## src/verilog/asr_defines.svh

```systemverilog
// Offsets, field positions, reset values and timing counts of the sensor control registers.
`ifndef ASR_DEFINES_SVH
`define ASR_DEFINES_SVH

// Register indexes; the byte address on the bus is four times the index.
`define ASR_IDX_SYNC      6'h2b
`define ASR_IDX_RANGE     6'h2c
`define ASR_IDX_POWER     6'h2d
`define ASR_IDX_SELF      6'h2e
`define ASR_IDX_IRQ_STAT  6'h30
`define ASR_IDX_IRQ_MASK  6'h31
`define ASR_IDX_STATE     6'h32

// Reset values.
`define ASR_RST_SYNC      8'h00
`define ASR_RST_RANGE     8'h81
`define ASR_RST_POWER     8'h01
`define ASR_RST_SELF      8'h00

// Writable bits of each register; reserved bits are never stored.
`define ASR_WMASK_SYNC    8'h07
`define ASR_WMASK_RANGE   8'hc3
`define ASR_WMASK_POWER   8'h07
`define ASR_WMASK_SELF    8'h03
`define ASR_WMASK_IRQ     8'h03

// Field positions.
`define ASR_SYNC_MODE_HI  1
`define ASR_SYNC_CLK_BIT  2
`define ASR_RNG_HS_BIT    7
`define ASR_RNG_POL_BIT   6
`define ASR_RNG_FS_HI     1
`define ASR_PWR_MASK_BIT  2
`define ASR_PWR_TOFF_BIT  1
`define ASR_PWR_STBY_BIT  0
`define ASR_ST_MODE_BIT   0
`define ASR_ST_FORCE_BIT  1
`define ASR_IRQ_READY_BIT 0
`define ASR_IRQ_OVR_BIT   1

// Interpolation delay in oscillator cycles and the top rate/filter code.
`define ASR_INTERP_MIN    13'd8
`define ASR_INTERP_MAX    4102
`define ASR_RATE_TOP      4'ha

// Bus answers.
`define ASR_RESP_OKAY     2'b00
`define ASR_RESP_SLVERR   2'b10

`endif

```

## src/verilog/asr_pkg.sv

```systemverilog
// Types shared by the sensor control register block.
`default_nettype none
package asr_pkg;

    // Sample synchronisation modes.
    typedef enum logic [1:0] {
        ASR_SYNC_INTERNAL   = 2'b00,
        ASR_SYNC_EXT_DIRECT = 2'b01,
        ASR_SYNC_EXT_INTERP = 2'b10,
        ASR_SYNC_RESERVED   = 2'b11
    } asr_sync_e;

    typedef logic [12:0] asr_dly_t;

endpackage : asr_pkg
`default_nettype wire

```

## src/verilog/asr_dly_counter.sv

```systemverilog
// Down counter that times the interpolation delay from trigger to sample ready.
`timescale 1ns/1ps
`default_nettype none
module asr_dly_counter
    import asr_pkg::*;
(
    input  wire logic     clk,
    input  wire logic     rst_n,
    input  wire logic     start,
    input  wire logic     abort,
    input  wire asr_dly_t load,
    output logic          busy,
    output logic          done
);

    asr_dly_t cnt_q;
    logic     busy_q;

    // Loads load-2 so that done rises load-1 cycles after start.
    always_ff @(posedge clk or negedge rst_n) begin
        if (!rst_n) begin
            cnt_q  <= 13'h0000;
            busy_q <= 1'b0;
        end else if (abort) begin
            busy_q <= 1'b0;
        end else if (start && !busy_q) begin
            cnt_q  <= load - 13'h0002;
            busy_q <= 1'b1;
        end else if (busy_q) begin
            if (cnt_q == 13'h0000) begin
                busy_q <= 1'b0;
            end else begin
                cnt_q <= cnt_q - 13'h0001;
            end
        end
    end

    // The terminal count marks the cycle before the ready pulse.
    assign busy = busy_q;
    assign done = busy_q && (cnt_q == 13'h0000) && !abort;

endmodule : asr_dly_counter
`default_nettype wire

```

## src/verilog/asr_regs.sv

```systemverilog
// Sampling, range, power and self-check control registers behind an AXI4-Lite slave.
//
// Contract
// - Sync field 00 selects internal sample timing; code 11 is reserved.
// - Sync 01: after synchronising, sample ready pulses on each external trigger.
// - Sync 10: ready comes 8 to 4102 cycles after trigger, longer for higher rate.
// - Interpolated samples represent acceleration one group delay before the trigger.
// - Sync bit 2 selects the outside sampling clock.
// - Range bit 7 selects high-speed bus mode; register resets to 0x81.
// - Range bit 6 sets both interrupt outputs active high, else active low.
// - Range bits 1:0 select 10, 20 or 40 g full scale; reset 01.
// - Power bit 2 forces the sample ready output to 0.
// - Power bit 1 stops temperature processing.
// - Standby also stops temperature processing; power resets to 0x01, standby.
// - Sync register resets to 0x00; bits 7 to 3 reserved, read-only.
// - Self-check register resets to 0x00; bits 7 to 2 reserved, read-only.
// - Self-check bit 0 enables self-check mode.
// - Self-check bit 1 applies the self-check force.
//
// Our own choice: the AXI4-Lite register port.
`timescale 1ns/1ps
`default_nettype none
`include "asr_defines.svh"
module asr_regs
    import asr_pkg::*;
#(
    parameter int unsigned INTERP_MAX_CYC = `ASR_INTERP_MAX
) (
    input  wire logic        REF_CLK,
    input  wire logic        RESET_N,
    input  wire logic [7:0]  AWADDR,
    input  wire logic        AWVALID,
    output logic             AWREADY,
    input  wire logic [31:0] WDATA,
    input  wire logic [3:0]  WSTRB,
    input  wire logic        WVALID,
    output logic             WREADY,
    output logic [1:0]       BRESP,
    output logic             BVALID,
    input  wire logic        BREADY,
    input  wire logic [7:0]  ARADDR,
    input  wire logic        ARVALID,
    output logic             ARREADY,
    output logic [31:0]      RDATA,
    output logic [1:0]       RRESP,
    output logic             RVALID,
    input  wire logic        RREADY,
    input  wire logic        SAMPLE_TICK,
    input  wire logic        SYNC_TRIG,
    input  wire logic [3:0]  RATE_FILTER_SETTING,
    output logic             SAMPLE_READY_PIN,
    output logic             OUTSIDE_CLOCK_SELECT,
    output logic             BUS_HIGH_SPEED_SEL,
    output logic [1:0]       RANGE_SEL,
    output logic             TEMP_PROC_EN,
    output logic             STANDBY,
    output logic             SELFCHECK_MODE_EN,
    output logic             SELFCHECK_FORCE_EN,
    output logic             IRQ,
    output logic             IRQ_OUT_A,
    output logic             IRQ_OUT_B
);

    localparam asr_dly_t MAX_DLY = asr_dly_t'(INTERP_MAX_CYC);

    logic [7:0]  sync_q, range_q, power_q, self_q, irq_stat_q, irq_mask_q;
    logic        aw_rdy_q, w_rdy_q, ar_rdy_q, bvalid_q, rvalid_q;
    logic [7:0]  aw_addr_q, w_lo_q;
    logic        w_s0_q;
    logic [1:0]  bresp_q, rresp_q;
    logic [31:0] rdata_q, rd_data;
    logic        rd_ok, wr_ok, wr_fire;
    logic        trig_q, trig_rise, synced_q, ready_q, temp_en_q;
    logic        irq_q, irq_a_q, irq_b_q;
    logic        active, rdy_src, dly_start, dly_abort, dly_busy, dly_done;
    logic [7:0]  irq_set, irq_clr;
    asr_dly_t    dly_load, dly_shift;
    asr_sync_e   sync_mode;

    // Write channel: address and data are taken independently, the write fires when both are held.
    assign wr_fire = !aw_rdy_q && !w_rdy_q && !bvalid_q;
    assign wr_ok   = aw_addr_q[1:0] == 2'b00 && aw_addr_q[7:2] >= `ASR_IDX_SYNC
                     && aw_addr_q[7:2] <= `ASR_IDX_STATE && aw_addr_q[7:2] != 6'h2f;

    always_ff @(posedge REF_CLK or negedge RESET_N) begin
        if (!RESET_N) begin
            aw_rdy_q  <= 1'b1;
            w_rdy_q   <= 1'b1;
            aw_addr_q <= 8'h00;
            w_lo_q    <= 8'h00;
            w_s0_q    <= 1'b0;
            bvalid_q  <= 1'b0;
            bresp_q   <= `ASR_RESP_OKAY;
        end else begin
            if (AWVALID && aw_rdy_q) begin
                aw_addr_q <= AWADDR;
                aw_rdy_q  <= 1'b0;
            end
            if (WVALID && w_rdy_q) begin
                w_lo_q  <= WDATA[7:0];
                w_s0_q  <= WSTRB[0];
                w_rdy_q <= 1'b0;
            end
            if (wr_fire) begin
                bvalid_q <= 1'b1;
                bresp_q  <= wr_ok ? `ASR_RESP_OKAY : `ASR_RESP_SLVERR;
                aw_rdy_q <= 1'b1;
                w_rdy_q  <= 1'b1;
            end else if (bvalid_q && BREADY) begin
                bvalid_q <= 1'b0;
            end
        end
    end

    // Configuration registers; only aligned, mapped writes land, and reserved bits are masked off.
    always_ff @(posedge REF_CLK or negedge RESET_N) begin
        if (!RESET_N) begin
            sync_q     <= `ASR_RST_SYNC;
            range_q    <= `ASR_RST_RANGE;
            power_q    <= `ASR_RST_POWER;
            self_q     <= `ASR_RST_SELF;
            irq_mask_q <= 8'h00;
        end else if (wr_fire && w_s0_q && wr_ok) begin
            case (aw_addr_q[7:2])
                `ASR_IDX_SYNC:     sync_q     <= w_lo_q & `ASR_WMASK_SYNC;
                `ASR_IDX_RANGE:    range_q    <= w_lo_q & `ASR_WMASK_RANGE;
                `ASR_IDX_POWER:    power_q    <= w_lo_q & `ASR_WMASK_POWER;
                `ASR_IDX_SELF:     self_q     <= w_lo_q & `ASR_WMASK_SELF;
                `ASR_IDX_IRQ_MASK: irq_mask_q <= w_lo_q & `ASR_WMASK_IRQ;
                default: ;
            endcase
        end
    end

    // Read channel: one read at a time, answered the cycle after the address is taken.
    always_comb begin
        rd_ok   = 1'b1;
        rd_data = 32'h0000_0000;
        if (ARADDR[1:0] != 2'b00) begin
            rd_ok = 1'b0;
        end else begin
            case (ARADDR[7:2])
                `ASR_IDX_SYNC:     rd_data = {24'h00_0000, sync_q};
                `ASR_IDX_RANGE:    rd_data = {24'h00_0000, range_q};
                `ASR_IDX_POWER:    rd_data = {24'h00_0000, power_q};
                `ASR_IDX_SELF:     rd_data = {24'h00_0000, self_q};
                `ASR_IDX_IRQ_STAT: rd_data = {24'h00_0000, irq_stat_q};
                `ASR_IDX_IRQ_MASK: rd_data = {24'h00_0000, irq_mask_q};
                `ASR_IDX_STATE:    rd_data = {29'h0000_0000, temp_en_q, dly_busy, synced_q};
                default:           rd_ok = 1'b0;
            endcase
        end
    end

    always_ff @(posedge REF_CLK or negedge RESET_N) begin
        if (!RESET_N) begin
            ar_rdy_q <= 1'b1;
            rvalid_q <= 1'b0;
            rdata_q  <= 32'h0000_0000;
            rresp_q  <= `ASR_RESP_OKAY;
        end else if (ARVALID && ar_rdy_q) begin
            ar_rdy_q <= 1'b0;
            rvalid_q <= 1'b1;
            rdata_q  <= rd_data;
            rresp_q  <= rd_ok ? `ASR_RESP_OKAY : `ASR_RESP_SLVERR;
        end else if (rvalid_q && RREADY) begin
            rvalid_q <= 1'b0;
            ar_rdy_q <= 1'b1;
        end
    end

    // Mode decode and the trigger edge.
    assign sync_mode = asr_sync_e'(sync_q[`ASR_SYNC_MODE_HI:0]);
    assign active    = !power_q[`ASR_PWR_STBY_BIT];
    assign trig_rise = SYNC_TRIG && !trig_q;

    always_ff @(posedge REF_CLK or negedge RESET_N) begin
        if (!RESET_N) begin
            trig_q <= 1'b0;
        end else begin
            trig_q <= SYNC_TRIG;
        end
    end

    // The first trigger in direct mode synchronises; later ones mark new samples.
    always_ff @(posedge REF_CLK or negedge RESET_N) begin
        if (!RESET_N) begin
            synced_q <= 1'b0;
        end else if (sync_mode != ASR_SYNC_EXT_DIRECT || !active) begin
            synced_q <= 1'b0;
        end else if (trig_rise) begin
            synced_q <= 1'b1;
        end
    end

    // Delay doubles per rate step from the minimum and saturates at the maximum.
    assign dly_shift = `ASR_INTERP_MIN << RATE_FILTER_SETTING;
    assign dly_load  = (RATE_FILTER_SETTING >= `ASR_RATE_TOP || dly_shift > MAX_DLY)
                       ? MAX_DLY : dly_shift;
    assign dly_start = trig_rise && active && sync_mode == ASR_SYNC_EXT_INTERP;
    assign dly_abort = !active || sync_mode != ASR_SYNC_EXT_INTERP;

    // The converter's filter lag makes each interpolated sample a group delay old.
    asr_dly_counter u_dly (
        .clk   (REF_CLK),
        .rst_n (RESET_N),
        .start (dly_start),
        .abort (dly_abort),
        .load  (dly_load),
        .busy  (dly_busy),
        .done  (dly_done)
    );

    // Picks the sample event for the selected synchronisation mode.
    always_comb begin
        case (sync_mode)
            ASR_SYNC_INTERNAL:   rdy_src = SAMPLE_TICK;
            ASR_SYNC_EXT_DIRECT: rdy_src = trig_rise && synced_q;
            ASR_SYNC_EXT_INTERP: rdy_src = dly_done;
            ASR_SYNC_RESERVED:   rdy_src = 1'b0;
            default:             rdy_src = 1'b0;
        endcase
    end

    // Sample ready pin, silenced in standby and by the output mask.
    always_ff @(posedge REF_CLK or negedge RESET_N) begin
        if (!RESET_N) begin
            ready_q <= 1'b0;
        end else begin
            ready_q <= rdy_src && active && !power_q[`ASR_PWR_MASK_BIT];
        end
    end

    // Temperature processing runs only when enabled and out of standby.
    always_ff @(posedge REF_CLK or negedge RESET_N) begin
        if (!RESET_N) begin
            temp_en_q <= 1'b0;
        end else begin
            temp_en_q <= !power_q[`ASR_PWR_TOFF_BIT] && active;
        end
    end

    // Sticky event flags, cleared by writing one; a new event wins over the clear.
    assign irq_set = {6'h00, dly_start && dly_busy, rdy_src && active};
    assign irq_clr = (wr_fire && w_s0_q && wr_ok && aw_addr_q[7:2] == `ASR_IDX_IRQ_STAT)
                     ? w_lo_q : 8'h00;

    always_ff @(posedge REF_CLK or negedge RESET_N) begin
        if (!RESET_N) begin
            irq_stat_q <= 8'h00;
        end else begin
            irq_stat_q <= ((irq_stat_q & ~irq_clr) | irq_set) & `ASR_WMASK_IRQ;
        end
    end

    // Interrupt level and the two pins at the programmed polarity.
    always_ff @(posedge REF_CLK or negedge RESET_N) begin
        if (!RESET_N) begin
            irq_q   <= 1'b0;
            irq_a_q <= 1'b1;
            irq_b_q <= 1'b1;
        end else begin
            irq_q   <= |(irq_stat_q & irq_mask_q);
            irq_a_q <= irq_q ^ !range_q[`ASR_RNG_POL_BIT];
            irq_b_q <= irq_q ^ !range_q[`ASR_RNG_POL_BIT];
        end
    end

    // Outputs, each taken straight from a register.
    assign AWREADY              = aw_rdy_q;
    assign WREADY               = w_rdy_q;
    assign BVALID               = bvalid_q;
    assign BRESP                = bresp_q;
    assign ARREADY              = ar_rdy_q;
    assign RVALID               = rvalid_q;
    assign RDATA                = rdata_q;
    assign RRESP                = rresp_q;
    assign SAMPLE_READY_PIN     = ready_q;
    assign OUTSIDE_CLOCK_SELECT = sync_q[`ASR_SYNC_CLK_BIT];
    assign BUS_HIGH_SPEED_SEL   = range_q[`ASR_RNG_HS_BIT];
    assign RANGE_SEL            = range_q[`ASR_RNG_FS_HI:0];
    assign TEMP_PROC_EN         = temp_en_q;
    assign STANDBY              = power_q[`ASR_PWR_STBY_BIT];
    assign SELFCHECK_MODE_EN    = self_q[`ASR_ST_MODE_BIT];
    assign SELFCHECK_FORCE_EN   = self_q[`ASR_ST_FORCE_BIT];
    assign IRQ                  = irq_q;
    assign IRQ_OUT_A            = irq_a_q;
    assign IRQ_OUT_B            = irq_b_q;

    logic wr_sync, wr_range, wr_power, wr_self;
    assign wr_sync  = wr_fire && w_s0_q && wr_ok && aw_addr_q[7:2] == `ASR_IDX_SYNC;
    assign wr_range = wr_fire && w_s0_q && wr_ok && aw_addr_q[7:2] == `ASR_IDX_RANGE;
    assign wr_power = wr_fire && w_s0_q && wr_ok && aw_addr_q[7:2] == `ASR_IDX_POWER;
    assign wr_self  = wr_fire && w_s0_q && wr_ok && aw_addr_q[7:2] == `ASR_IDX_SELF;
endmodule : asr_regs
`default_nettype wire

```

## config.mk

```make
export PLATFORM = sky130hd
export DESIGN_NAME = asr_regs
export DESIGN_NICKNAME = d
export VERILOG_FILES = /design/src/verilog/asr_pkg.sv /design/src/verilog/asr_dly_counter.sv /design/src/verilog/asr_regs.sv
export VERILOG_INCLUDE_DIRS = /design/src /design/src/verilog
export SDC_FILE = /design/constraint.sdc
export NUM_CORES = 1
export LEC_CHECK = 0
export ABC_AREA = 1
export BUFFER_PORTS_ARGS = -buffer_cell sky130_fd_sc_hd__buf_2
export CAP_MARGIN = 5
export CORE_MARGIN = 2
export CORE_UTILIZATION = 30
export CTS_BUF_LIST = sky130_fd_sc_hd__clkbuf_16
export CTS_CLUSTER_SIZE = 30
export DETAILED_ROUTE_END_ITERATION = 6
export SKIP_CTS_REPAIR_TIMING = 1
export SYNTH_ARGS = -nofsm -noshare
export SYNTH_HDL_FRONTEND = slang
export SYNTH_HIERARCHICAL = 1
export SYNTH_SLANG_ARGS = --single-unit
```

## constraint.sdc

```tcl
create_clock -name REF_CLK -period 1.6 [get_ports REF_CLK]
set_input_delay 0.32 -clock REF_CLK [delete_from_list [all_inputs] [get_ports REF_CLK]]
set_output_delay 0.32 -clock REF_CLK [all_outputs]
set_load 0.01 [all_outputs]
```

==> results of run 1 <==
[power groups by stage]
| stage | Sequential, mW | Clock [mW] | Combinational (mW) |
|---|---|---|---|
| after global routing | 2.14 | 1.98 | 1.63 |
| after global placement | 2.11 | 0 | 1.32 |
| final | 2.10 | 1.87 | 1.43 |
| after detailed placement | 2.12 | 0 | 1.35 |
| after floorplan | 2.13 | 0 | 0.911 |
| after CTS | 2.10 | 1.91 | 1.36 |
[layout make-up]
class	count	area, um^2	share of cell area, %
inverters	69	267	5.42
clock buffers	9	225	4.58
multi-input cells	387	1950	39.6
well taps	172	215	4.38
clock inverters	7	60.1	1.22
flip-flops and latches	62	1560	31.7
repair buffers	99	642	13.1
[layout by cell type (no fill, tap or decap), types with 3 or more instances in the layout]
| master | netlist | final |
|---|---|---|
| sky130_fd_sc_hd__conb_1 | 1 | 30 |
| sky130_fd_sc_hd__buf_4 | 32 | 36 |
| sky130_fd_sc_hd__nand3_2 | 6 | 6 |
| sky130_fd_sc_hd__clkbuf_16 | 0 | 9 |
| sky130_fd_sc_hd__a21oi_1 | 19 | 16 |
| sky130_fd_sc_hd__o21ai_1 | 10 | 14 |
| sky130_fd_sc_hd__dfstp_2 | 7 | 7 |
| sky130_fd_sc_hd__nand3_1 | 40 | 37 |
| sky130_fd_sc_hd__buf_12 | 0 | 3 |
| sky130_fd_sc_hd__nand3_4 | 1 | 4 |
| sky130_fd_sc_hd__dfrtp_1 | 55 | 55 |
| sky130_fd_sc_hd__ha_1 | 3 | 3 |
| sky130_fd_sc_hd__nor2_1 | 75 | 68 |
| sky130_fd_sc_hd__nor2_4 | 2 | 4 |
| sky130_fd_sc_hd__inv_2 | 2 | 7 |
| sky130_fd_sc_hd__o21ai_0 | 26 | 21 |
| sky130_fd_sc_hd__nand2_1 | 134 | 132 |
| sky130_fd_sc_hd__nor2_2 | 5 | 10 |
| sky130_fd_sc_hd__o21ai_2 | 4 | 5 |
| sky130_fd_sc_hd__buf_2 | 2 | 58 |
| sky130_fd_sc_hd__nand4_1 | 8 | 8 |
| sky130_fd_sc_hd__mux2_2 | 4 | 4 |
| sky130_fd_sc_hd__nand2_2 | 3 | 4 |
| sky130_fd_sc_hd__inv_1 | 66 | 63 |
| sky130_fd_sc_hd__or2_2 | 3 | 3 |
[state kept, by name, summed over array words and instances (netlist names), 3 cells and up]
signal	flops
power_q	3
sync_q	3
RDATA	5
range_q	4
aw_addr_q	8
w_lo_q	5
u_dly/cnt_q	13
[how the worst min path moves through the flow]
stage,startpoint,endpoint,depth (start not counted)
6_report,SYNC_TRIG,trig_q,1
3_3_place_gp,RESET_N,RDATA[6],1
4_1_cts,RESET_N,RDATA[6],1
5_1_grt,SYNC_TRIG,trig_q,1
2_1_floorplan,RESET_N,BRESP[1],0
3_5_place_dp,RESET_N,RDATA[6],1
[worst max-delay path, stage by stage (launching register included)]
cell and delay (ns):
sky130_fd_sc_hd__dfrtp_1 0.39, sky130_fd_sc_hd__inv_2 0.07, sky130_fd_sc_hd__nand2_2 0.05, sky130_fd_sc_hd__inv_2 0.07, sky130_fd_sc_hd__nand2_4 0.05, sky130_fd_sc_hd__nor2_4 0.15, sky130_fd_sc_hd__nor2_2 0.05, sky130_fd_sc_hd__nor2_2 0.14
sky130_fd_sc_hd__nand2_4 0.11, sky130_fd_sc_hd__buf_12 0.16, sky130_fd_sc_hd__a21oi_2 0.10, sky130_fd_sc_hd__o21ai_1 0.08
[cells by family after synthesis]
kind of cell	after synthesis
AND/OR/NAND/NOR	286
flip-flops	62
XOR/XNOR	3
AO/OA/AOI/OAI	61
multiplexers	4
adder cells (fa/ha/maj)	3
other	1
buffers and inverters	107
[per-layer routing]
metal  global-route usage [%]  share of wire (%)
met4                     5.25                1.2
met1                     16.8                 46
met3                     3.04                4.7
met5                        0                  0
met2                     23.4                 48
==> metrics.log, run 1 <==
[metrics] run status: finished clean
[metrics] Int Pwr: 3.60 mW
[metrics] post-route ant nets: 0
[metrics] reported leakage power: 2.49 nW
[metrics] Setup crit start kind: flip-flop
[metrics] core area: 0.0125 mm^2
[metrics] Compound-Gate Fraction of Synth Area: 8.53%
[metrics] Iteration-0 DRC Markers: between 150 and 200
[metrics] first-pass GRT wire length: ~15000 um
[metrics] starting density of the core: 30.6%
[metrics] H-Tree Level Count: 3
[metrics] wire per inst: around 11 um
[metrics] share of synthesized cell area in and, or, nand and nor gates: 33.6%
[metrics] Congestion Overflow GR: 0
[metrics] Max Slew Vio Count: 0
[metrics] library cell occupying the most area in the post-synthesis netlist: sky130_fd_sc_hd__dfrtp_1
[metrics] cell chosen for the clock root: sky130_fd_sc_hd__clkbuf_16
[metrics] worst hold path class: input port to flip-flop
[metrics] count of placed standard cells in the final layout, fillers left out: 805
[metrics] core utilization of the finished layout: 39.3%
[metrics] post-layout total power: approximately 5.4 mW
[metrics] number of cells in the design after placement: 784
[metrics] final WL: 8810 um
[metrics] worst hold margin: roughly 0.11 ns
[metrics] width of the chip: 117 um
[metrics] power density over the cells: approximately 1100 mW/mm^2
[metrics] number of antenna violations at the first check in global routing: 0
[metrics] total DRC errors in the routed layout: 0
[metrics] clock buffers created by TritonCTS: 9
[metrics] pin count of the biggest net entering global routing: 31
[metrics] count of vias placed by the detailed router: 3565
[metrics] final HPWL from detailed placement: 6660 um
[metrics] startpoint of the most critical register-to-register path: sync_q[0]
[metrics] total of fill cells in the finished design: between 1000 and 1500
[metrics] Hold Fails Final Rpt: 0
[metrics] CP max FO: 6
[metrics] Die Y-Extent: about 120 um
[metrics] count of state elements after synthesis: 62
[metrics] endpoint required time on the critical path: 1.81 ns
[metrics] clock buffer depth: 2
[metrics] sum of negative setup slack: 0 ns
[metrics] power share of the clock group: 34.5%
[metrics] number of iterations in the first detailed-routing pass: 4
[metrics] unrepaired setup endpoints after global routing: yes
[metrics] part of the cycle the worst path needs: between 90% and 100%
[metrics] clock-pin transition on the worst setup and hold timing paths: 0.05 ns
[metrics] count of flip-flops with a built-in enable after synthesis: 0
[metrics] FP Rows: 41
[metrics] net load switching power: 1.80 mW
[metrics] worst path setup slack after routing: 0.0611 ns
[metrics] Via-to-Cell Ratio: around 4.4
[metrics] Period minus WS final: 1.54 ns
[metrics] Boundary Pins: 118
[metrics] TritonCTS clock tree: built
[metrics] arrival time reported for the critical path endpoint: 1.75 ns
[metrics] sequential element share of the synthesized area: 40.8%
[metrics] final RePlAce weighted congestion: 0.850
[metrics] Worst Setup Slack post-DPL: -0.143 ns
[metrics] Reg2Reg Depth: 11
[metrics] average size of a mapped cell: 7.26 um^2
[metrics] IO buf count: 58
[metrics] dominant combinational cell family by area after synthesis: simple AND/OR/NAND/NOR gates
[metrics] reg-to-reg critical path endpoint: u_dly/cnt_q[5]
[metrics] power share of the sequential group: between 30 and 40%
[metrics] Post-Synthesis Cell Area: 0.00383 mm^2
[metrics] layout overhead on the synthesized area: 28.5%
[metrics] most instantiated library cell after synthesis: sky130_fd_sc_hd__nand2_1
[metrics] Tot GR Track Use: 13.7%
[metrics] destination of the critical timing path: u_dly/cnt_q[5]
[metrics] unique cell type count in the Yosys netlist: 36
[metrics] Warnings, synthesis: 6
[metrics] final number of setup-violating endpoints: 0
[metrics] vias in the first global route: 3428
[metrics] Skew-Pair Late Insertion Delay: 0.33 ns
[metrics] ranking of synthesized cells by area: sky130_fd_sc_hd__dfrtp_1, sky130_fd_sc_hd__nand2_1, sky130_fd_sc_hd__nor2_1
[metrics] Layout Nets: 696
[metrics] instance count of the mapped netlist: approximately 530
[metrics] fraction of final layout cells with drive strength greater than 1: 27.6%
[metrics] fraction of synthesized cell area in xor and xnor cells: less than 1%
[metrics] R2R setup slack: 0.06 ns
[metrics] top_reg_cell synth: sky130_fd_sc_hd__dfrtp_1
[metrics] Post-Route Skew: 0.00765 ns
[metrics] Synth Area in Adders: 0.981%
[metrics] kind of capture point of the worst setup path: flip-flop
[metrics] mux cell area share after synthesis: 1.18%
[metrics] cell area after layout: roughly 0.0049 mm^2
[metrics] switching share of power: 33.3%
[metrics] largest vdd supply drop: between 500 and 600 uV
[metrics] kind of critical path: flip-flop to flip-flop
[metrics] proportion of synthesized flip-flops having asynchronous set or reset: 100%
[metrics] fraction of power consumed by combinational cells: 26.5%
[metrics] count of maximum capacitance violations: 0
[metrics] total die area: 0.0137 mm^2
[metrics] area share of the largest cell type after synthesis: 36.0%
[metrics] top cells by instance count after synthesis: sky130_fd_sc_hd__nand2_1, sky130_fd_sc_hd__nor2_1, sky130_fd_sc_hd__inv_1
[metrics] # diodes: 0
[metrics] Sinks on Clock Net: a little over 60
[metrics] top achievable clock speed: 650 MHz
[metrics] startpoint of the worst setup timing path: sync_q[0]
[metrics] standard cell area after detailed placement: 0.00447 mm^2
(Power assumes the default switching activity.)
==> run 2, diff against run 1 <==
--- a/config.mk
+++ b/config.mk
@@ -9,11 +9,12 @@
 export ABC_AREA = 1
 export BUFFER_PORTS_ARGS = -buffer_cell sky130_fd_sc_hd__buf_2
 export CAP_MARGIN = 5
-export CORE_MARGIN = 2
+export CORE_MARGIN = 3
 export CORE_UTILIZATION = 30
 export CTS_BUF_LIST = sky130_fd_sc_hd__clkbuf_16
 export CTS_CLUSTER_SIZE = 30
 export DETAILED_ROUTE_END_ITERATION = 6
+export GPL_ROUTABILITY_DRIVEN = 0
 export SKIP_CTS_REPAIR_TIMING = 1
 export SYNTH_ARGS = -nofsm -noshare
 export SYNTH_HDL_FRONTEND = slang
==> metrics.log, run 2 (synthesis results as in run 1) <==
[metrics] final number of setup-violating endpoints: 0
[metrics] commonest non-fill, non-tap cell in the layout: sky130_fd_sc_hd__nand2_1
[metrics] reg-to-reg critical path endpoint: u_dly/cnt_q[8]
[metrics] Die Y-Extent: 119 um
[metrics] total die area: 0.0141 mm^2
[metrics] width of the chip: 119 um
[metrics] Iteration-0 DRC Markers: approximately 190
[metrics] worst hold path class: input port to async pin
[metrics] sum of negative setup slack: 0 ns
[metrics] pin count of the biggest net entering global routing: 63
[metrics] R2R setup slack: 0.1 ns
[metrics] number of antenna violations at the first check in global routing: 0
[metrics] clock-pin transition on the worst setup and hold timing paths: 0.05 ns
[metrics] Via-to-Cell Ratio: 4.34
[metrics] post-route ant nets: 0
[metrics] arrival time reported for the critical path endpoint: 1.75 ns
[metrics] Sinks on Clock Net: 62
[metrics] first-pass GRT wire length: ~15000 um
[metrics] FP Rows: 40
[metrics] Congestion Overflow GR: 0
[metrics] net load switching power: 1.74 mW
[metrics] biggest regs: u_dly/cnt_q x13, aw_addr_q x8
[metrics] kind of capture point of the worst setup path: flip-flop
[metrics] total of fill cells in the finished design: 1274
[metrics] Int Pwr: between 3 and 4 mW
[metrics] core utilization of the finished layout: 39.5%
[metrics] count of maximum capacitance violations: 0
[metrics] run status: finished clean
[metrics] CP max FO: 7
[metrics] power density over the cells: ~1100 mW/mm^2
[metrics] final HPWL from detailed placement: 6560 um
[metrics] vias in the first global route: about 3300
[metrics] largest vdd supply drop: 520 uV
[metrics] register with the highest flop count: u_dly/cnt_q
[metrics] final WL: 8430 um
[metrics] Period minus WS final: approximately 1.5 ns
[metrics] cell chosen for the clock root: sky130_fd_sc_hd__clkbuf_16
[metrics] reported leakage power: 2.46 nW
[metrics] Tot GR Track Use: 12.5%
[metrics] number of iterations in the first detailed-routing pass: 4
[metrics] fraction of power consumed by combinational cells: roughly a quarter
[metrics] Setup crit start kind: flip-flop
[metrics] top library cells by usage in the layout, fill and taps aside: sky130_fd_sc_hd__nand2_1, sky130_fd_sc_hd__nor2_1, sky130_fd_sc_hd__inv_1, sky130_fd_sc_hd__buf_2, sky130_fd_sc_hd__dfrtp_1
[metrics] core area: 0.0123 mm^2
[metrics] starting density of the core: a little under a third
[metrics] switching share of power: 31.8%
[metrics] layout overhead on the synthesized area: 26.5%
[metrics] destination of the critical timing path: u_dly/cnt_q[8]
[metrics] clock buffer depth: 2
[metrics] Max Slew Vio Count: 0
[metrics] # diodes: 0
[metrics] Post-Route Skew: 0.00795 ns
[metrics] Skew-Pair Late Insertion Delay: 0.33 ns
[metrics] Reg2Reg Depth: 12
[metrics] IO buf count: between 50 and 60
[metrics] top achievable clock speed: 666 MHz
[metrics] total DRC errors in the routed layout: 0
[metrics] Largest register FFs: 13
[metrics] power share of the sequential group: 38.1%
[metrics] kind of critical path: flip-flop to flip-flop
[metrics] H-Tree Level Count: 3
[metrics] endpoint required time on the critical path: 1.85 ns
[metrics] count of vias placed by the detailed router: 3442
[metrics] unrepaired setup endpoints after global routing: yes
[metrics] fraction of final layout cells with drive strength greater than 1: 26.2%
[metrics] power share of the clock group: 37.1%
[metrics] wire per inst: between 10 and 15 um
[metrics] Boundary Pins: 118
[metrics] Hold Fails Final Rpt: 0
[metrics] TritonCTS clock tree: built
[metrics] part of the cycle the worst path needs: 93.9%
[metrics] Layout Nets: 689
[metrics] clock buffers created by TritonCTS: 9
[metrics] startpoint of the worst setup timing path: sync_q[0]
[metrics] startpoint of the most critical register-to-register path: sync_q[0]
-- run 2: area by class of cell --
type / count / area [um^2] / share of cell area (%)
Multi-Input combinational cell: 387 / 1890 / 39.1
Sequential cell: 62 / 1560 / 32.2
Timing Repair Buffer: 92 / 596 / 12.3
Inverter: 69 / 264 / 5.46
Clock buffer: 9 / 225 / 4.65
Tap cell: 168 / 210 / 4.34
Clock inverter: 7 / 90.1 / 1.86
-- run 2: power by group through the flow --
stage	combinational [mW]	clock, mW	sequential [mW]
after global routing	1.54	2.17	2.13
after CTS	1.35	2.09	2.09
final	1.36	2.03	2.09
after detailed placement	1.35	0	2.12
after floorplan	0.911	0	2.13
after global placement	1.31	0	2.10
-- run 2: how the worst min path moves through the flow --
stage	slack, ns	depth (start not counted)	endpoint
detailed placement	0.36	2	BVALID
CTS	0.01	2	u_dly/cnt_q[2]
global placement	0.36	2	BVALID
global route	0.04	2	u_dly/cnt_q[2]
finish	0.005	2	BVALID
floorplan	0.02	0	BRESP[1]
-- run 2: stage by stage --
step | std cells | hold WS (ns) | power (mW) | worst slack, ns | instance area (um^2)
after global routing | 794 | 0.0391 | 5.84 | -0.0251 | 4840
after CTS | 793 | 0.0131 | 5.54 | -0.0245 | 4770
after global placement | 777 | 0.357 | 3.41 | -0.104 | 4450
after floorplan | 556 | 0.0244 | 3.04 | 0.0162 | 3940
final | 794 | 0.00504 | 5.49 | 0.0980 | 4840
after detailed placement | 777 | 0.364 | 3.47 | -0.180 | 4450
-- run 2: routing by layer --
layer  vias up  wire (um)  track usage, %
li1       1798          -               -
met1      1564       3850            15.2
met2        72       4110            21.6
met3         8        377            2.56
met4         0         87            4.78
met5         -          0               0
-- run 2: worst max-delay path, stage by stage, from the launching register on --
cell	delay, ns
sky130_fd_sc_hd__dfrtp_1	0.38
sky130_fd_sc_hd__inv_2	0.06
sky130_fd_sc_hd__nand2_1	0.05
sky130_fd_sc_hd__inv_2	0.06
sky130_fd_sc_hd__nand2_2	0.06
sky130_fd_sc_hd__nor2_4	0.14
sky130_fd_sc_hd__nor2_1	0.06
sky130_fd_sc_hd__nor2_2	0.15
sky130_fd_sc_hd__nand2_4	0.09
sky130_fd_sc_hd__buf_12	0.14
sky130_fd_sc_hd__o21ai_1	0.10
sky130_fd_sc_hd__inv_1	0.05
sky130_fd_sc_hd__nor2_1	0.08
==> run 3, diff against run 2 <==
--- a/config.mk
+++ b/config.mk
@@ -10,11 +10,13 @@
 export BUFFER_PORTS_ARGS = -buffer_cell sky130_fd_sc_hd__buf_2
 export CAP_MARGIN = 5
 export CORE_MARGIN = 3
-export CORE_UTILIZATION = 30
+export CORE_UTILIZATION = 40
 export CTS_BUF_LIST = sky130_fd_sc_hd__clkbuf_16
 export CTS_CLUSTER_SIZE = 30
 export DETAILED_ROUTE_END_ITERATION = 6
 export GPL_ROUTABILITY_DRIVEN = 0
+export PLACE_DENSITY = 0.67
+export SETUP_SLACK_MARGIN = 0.15
 export SKIP_CTS_REPAIR_TIMING = 1
 export SYNTH_ARGS = -nofsm -noshare
 export SYNTH_HDL_FRONTEND = slang
==> metrics.log, run 3 (synthesis results as in run 1) <==
[metrics] width of the chip: 104 um
[metrics] run status: finished clean
[metrics] standard cell area after detailed placement: 0.00438 mm^2
[metrics] clock buffers created by TritonCTS: 9
[metrics] final number of setup-violating endpoints: 0
[metrics] fraction of final layout cells with drive strength greater than 1: 33.9%
[metrics] Setup crit start kind: flip-flop
[metrics] Post-Route Skew: 0.00653 ns
[metrics] total DRC errors in the routed layout: 0
[metrics] number of antenna violations at the first check in global routing: 0
[metrics] sum of negative setup slack: 0 ns
[metrics] layout overhead on the synthesized area: 33.6%
[metrics] Hold Fails Final Rpt: 0
[metrics] kind of critical path: flip-flop to flip-flop
[metrics] most repeated library cell on the critical path: sky130_fd_sc_hd__nand2_2
[metrics] number of iterations in the first detailed-routing pass: 4
[metrics] Period minus WS final: approximately 1.6 ns
[metrics] Max Slew Vio Count: 0
[metrics] largest vdd supply drop: 758 uV
[metrics] H-Tree Level Count: 3
[metrics] clock buffer depth: 2
[metrics] IO buf count: slightly below 60
[metrics] Sinks on Clock Net: 62
[metrics] FP Rows: 35
[metrics] clock-pin transition on the worst setup and hold timing paths: 0.05 ns
[metrics] top achievable clock speed: approximately 630 MHz
[metrics] reported leakage power: 2.54 nW
[metrics] wire per inst: 11.8 um
[metrics] count of vias placed by the detailed router: 3626
[metrics] post-route ant nets: 0
[metrics] final WL: 9080 um
[metrics] arrival time reported for the critical path endpoint: 1.80 ns
[metrics] core area: a little over 0.009 mm^2
[metrics] storage element area: 0.00156 mm^2
[metrics] cell breakdown of the critical path: inv_2 -> nand2_2 -> inv_2 -> nand2_4 -> nor2_4 -> nor2_1 -> nor2_1 -> nand2_4 -> buf_6 -> buf_6 -> nand2_2 -> nand2_2
[metrics] kind of capture point of the worst setup path: flip-flop
[metrics] register with the highest flop count: u_dly/cnt_q
[metrics] final HPWL from detailed placement: approximately 6400 um
[metrics] total die area: 0.0108 mm^2
[metrics] cell area after layout: approximately 0.005 mm^2
[metrics] first-pass GRT wire length: 15000 um
[metrics] endpoint required time on the critical path: approximately 1.8 ns
[metrics] starting density of the core: 41.2%
[metrics] Iteration-0 DRC Markers: 207
[metrics] Largest register FFs: 13
[metrics] Layout Nets: 701
[metrics] worst hold margin: 0.117 ns
[metrics] library cell contributing the largest single delay on the critical path: sky130_fd_sc_hd__dfrtp_1
[metrics] worst hold path class: input port to flip-flop
[metrics] commonest non-fill, non-tap cell in the layout: sky130_fd_sc_hd__nand2_1
[metrics] pin count of the biggest net entering global routing: 50
[metrics] slowest stage delay, CP: 0.38 ns
[metrics] TritonCTS clock tree: built
[metrics] area of combinational cells with multiple inputs: 0.00209 mm^2
[metrics] total of fill cells in the finished design: approximately 870
[metrics] cell chosen for the clock root: sky130_fd_sc_hd__clkbuf_16
[metrics] Skew-Pair Late Insertion Delay: 0.33 ns
[metrics] top library cells by usage in the layout, fill and taps aside: sky130_fd_sc_hd__nand2_1, sky130_fd_sc_hd__nor2_1, sky130_fd_sc_hd__inv_1, sky130_fd_sc_hd__buf_2, sky130_fd_sc_hd__dfrtp_1
[metrics] CP max FO: 7
[metrics] Congestion Overflow GR: 0
[metrics] R2R setup slack: 0.01 ns
[metrics] vias in the first global route: 3395
[metrics] Tot GR Track Use: 16.3%
[metrics] post-layout total power: 5.76 mW
[metrics] part of the cycle the worst path needs: between 90% and 100%
[metrics] Die Y-Extent: 104 um
[metrics] power density over the cells: 1130 mW/mm^2
[metrics] Via-to-Cell Ratio: 4.73
[metrics] biggest regs: u_dly/cnt_q x13, aw_addr_q x8
[metrics] unrepaired setup endpoints after global routing: yes
[metrics] count of maximum capacitance violations: 0
[metrics] # diodes: 0
[metrics] Boundary Pins: 118
run 3: cell count changes in the layout (fill, tap and decap cells not counted), moves of 4 or more:
cell / before / now
sky130_fd_sc_hd__nand3_1: 39 / 34
sky130_fd_sc_hd__nand3_4: 2 / 7
sky130_fd_sc_hd__o21ai_2: 5 / 10
sky130_fd_sc_hd__buf_6: 0 / 10
sky130_fd_sc_hd__nand2_1: 133 / 113
sky130_fd_sc_hd__buf_4: 30 / 34
sky130_fd_sc_hd__o21ai_0: 24 / 16
sky130_fd_sc_hd__nand2_2: 4 / 22
run 3: layout make-up:
type                    count  area share [%]
well taps                 129            3.16
flip-flops and latches     62            30.6
clock inverters             7            2.23
inverters                  69            5.26
repair inverters            1           0.122
repair buffers            103            13.4
clock buffers               9            4.41
multi-input cells         387            40.9
run 3: power breakdown:
part | total (mW) | leakage, nW | switching (mW) | internal, mW
combinational | 1.45 | 1.64 | 0.937 | 0.512
sequential | 2.10 | 0.733 | 0.201 | 1.90
clock | 2.21 | 0.163 | 0.701 | 1.51
run 3: final timing paths:
| path | endpoint | cells after the start | from |
|---|---|---|---|
| setup / recovery | u_dly/cnt_q[10] | 12 | sync_q[0] |
| hold / removal | trig_q | 1 | SYNC_TRIG |
| setup reg to reg | u_dly/cnt_q[10] | 12 | sync_q[0] |
| hold reg to reg | IRQ_OUT_B | 1 | IRQ |
| max in group asynchronous | power_q[0] | 3 | RESET_N |
| min in group asynchronous | BVALID | 2 | RESET_N |
run 3: worst max-delay path, delay by kind of cell (launching register included):
family / cells / cell delay [ns]
AND/OR/NAND/NOR: 8 / 0.68
buffers and inverters: 4 / 0.41
flip-flops: 1 / 0.38
run 3: per-layer routing:
metal  GRT usage, %  vias up  share of wire [%]
met5              0        -                  0
met4           4.08        0               0.96
met3           3.55        9                4.2
met2           27.8       89                 50
met1           21.2     1701                 44
li1               -     1827                  -
run 3: stage by stage:
step | utilization (%) | worst slack, ns | instances
after floorplan | - | 0.153 | 556
after global placement | 47.2 | -0.0634 | 738
after detailed placement | 47.2 | -0.102 | 738
after CTS | 50.9 | -0.0255 | 754
after global routing | 55.0 | -0.0395 | 767
final | 55.0 | 0.0146 | 767
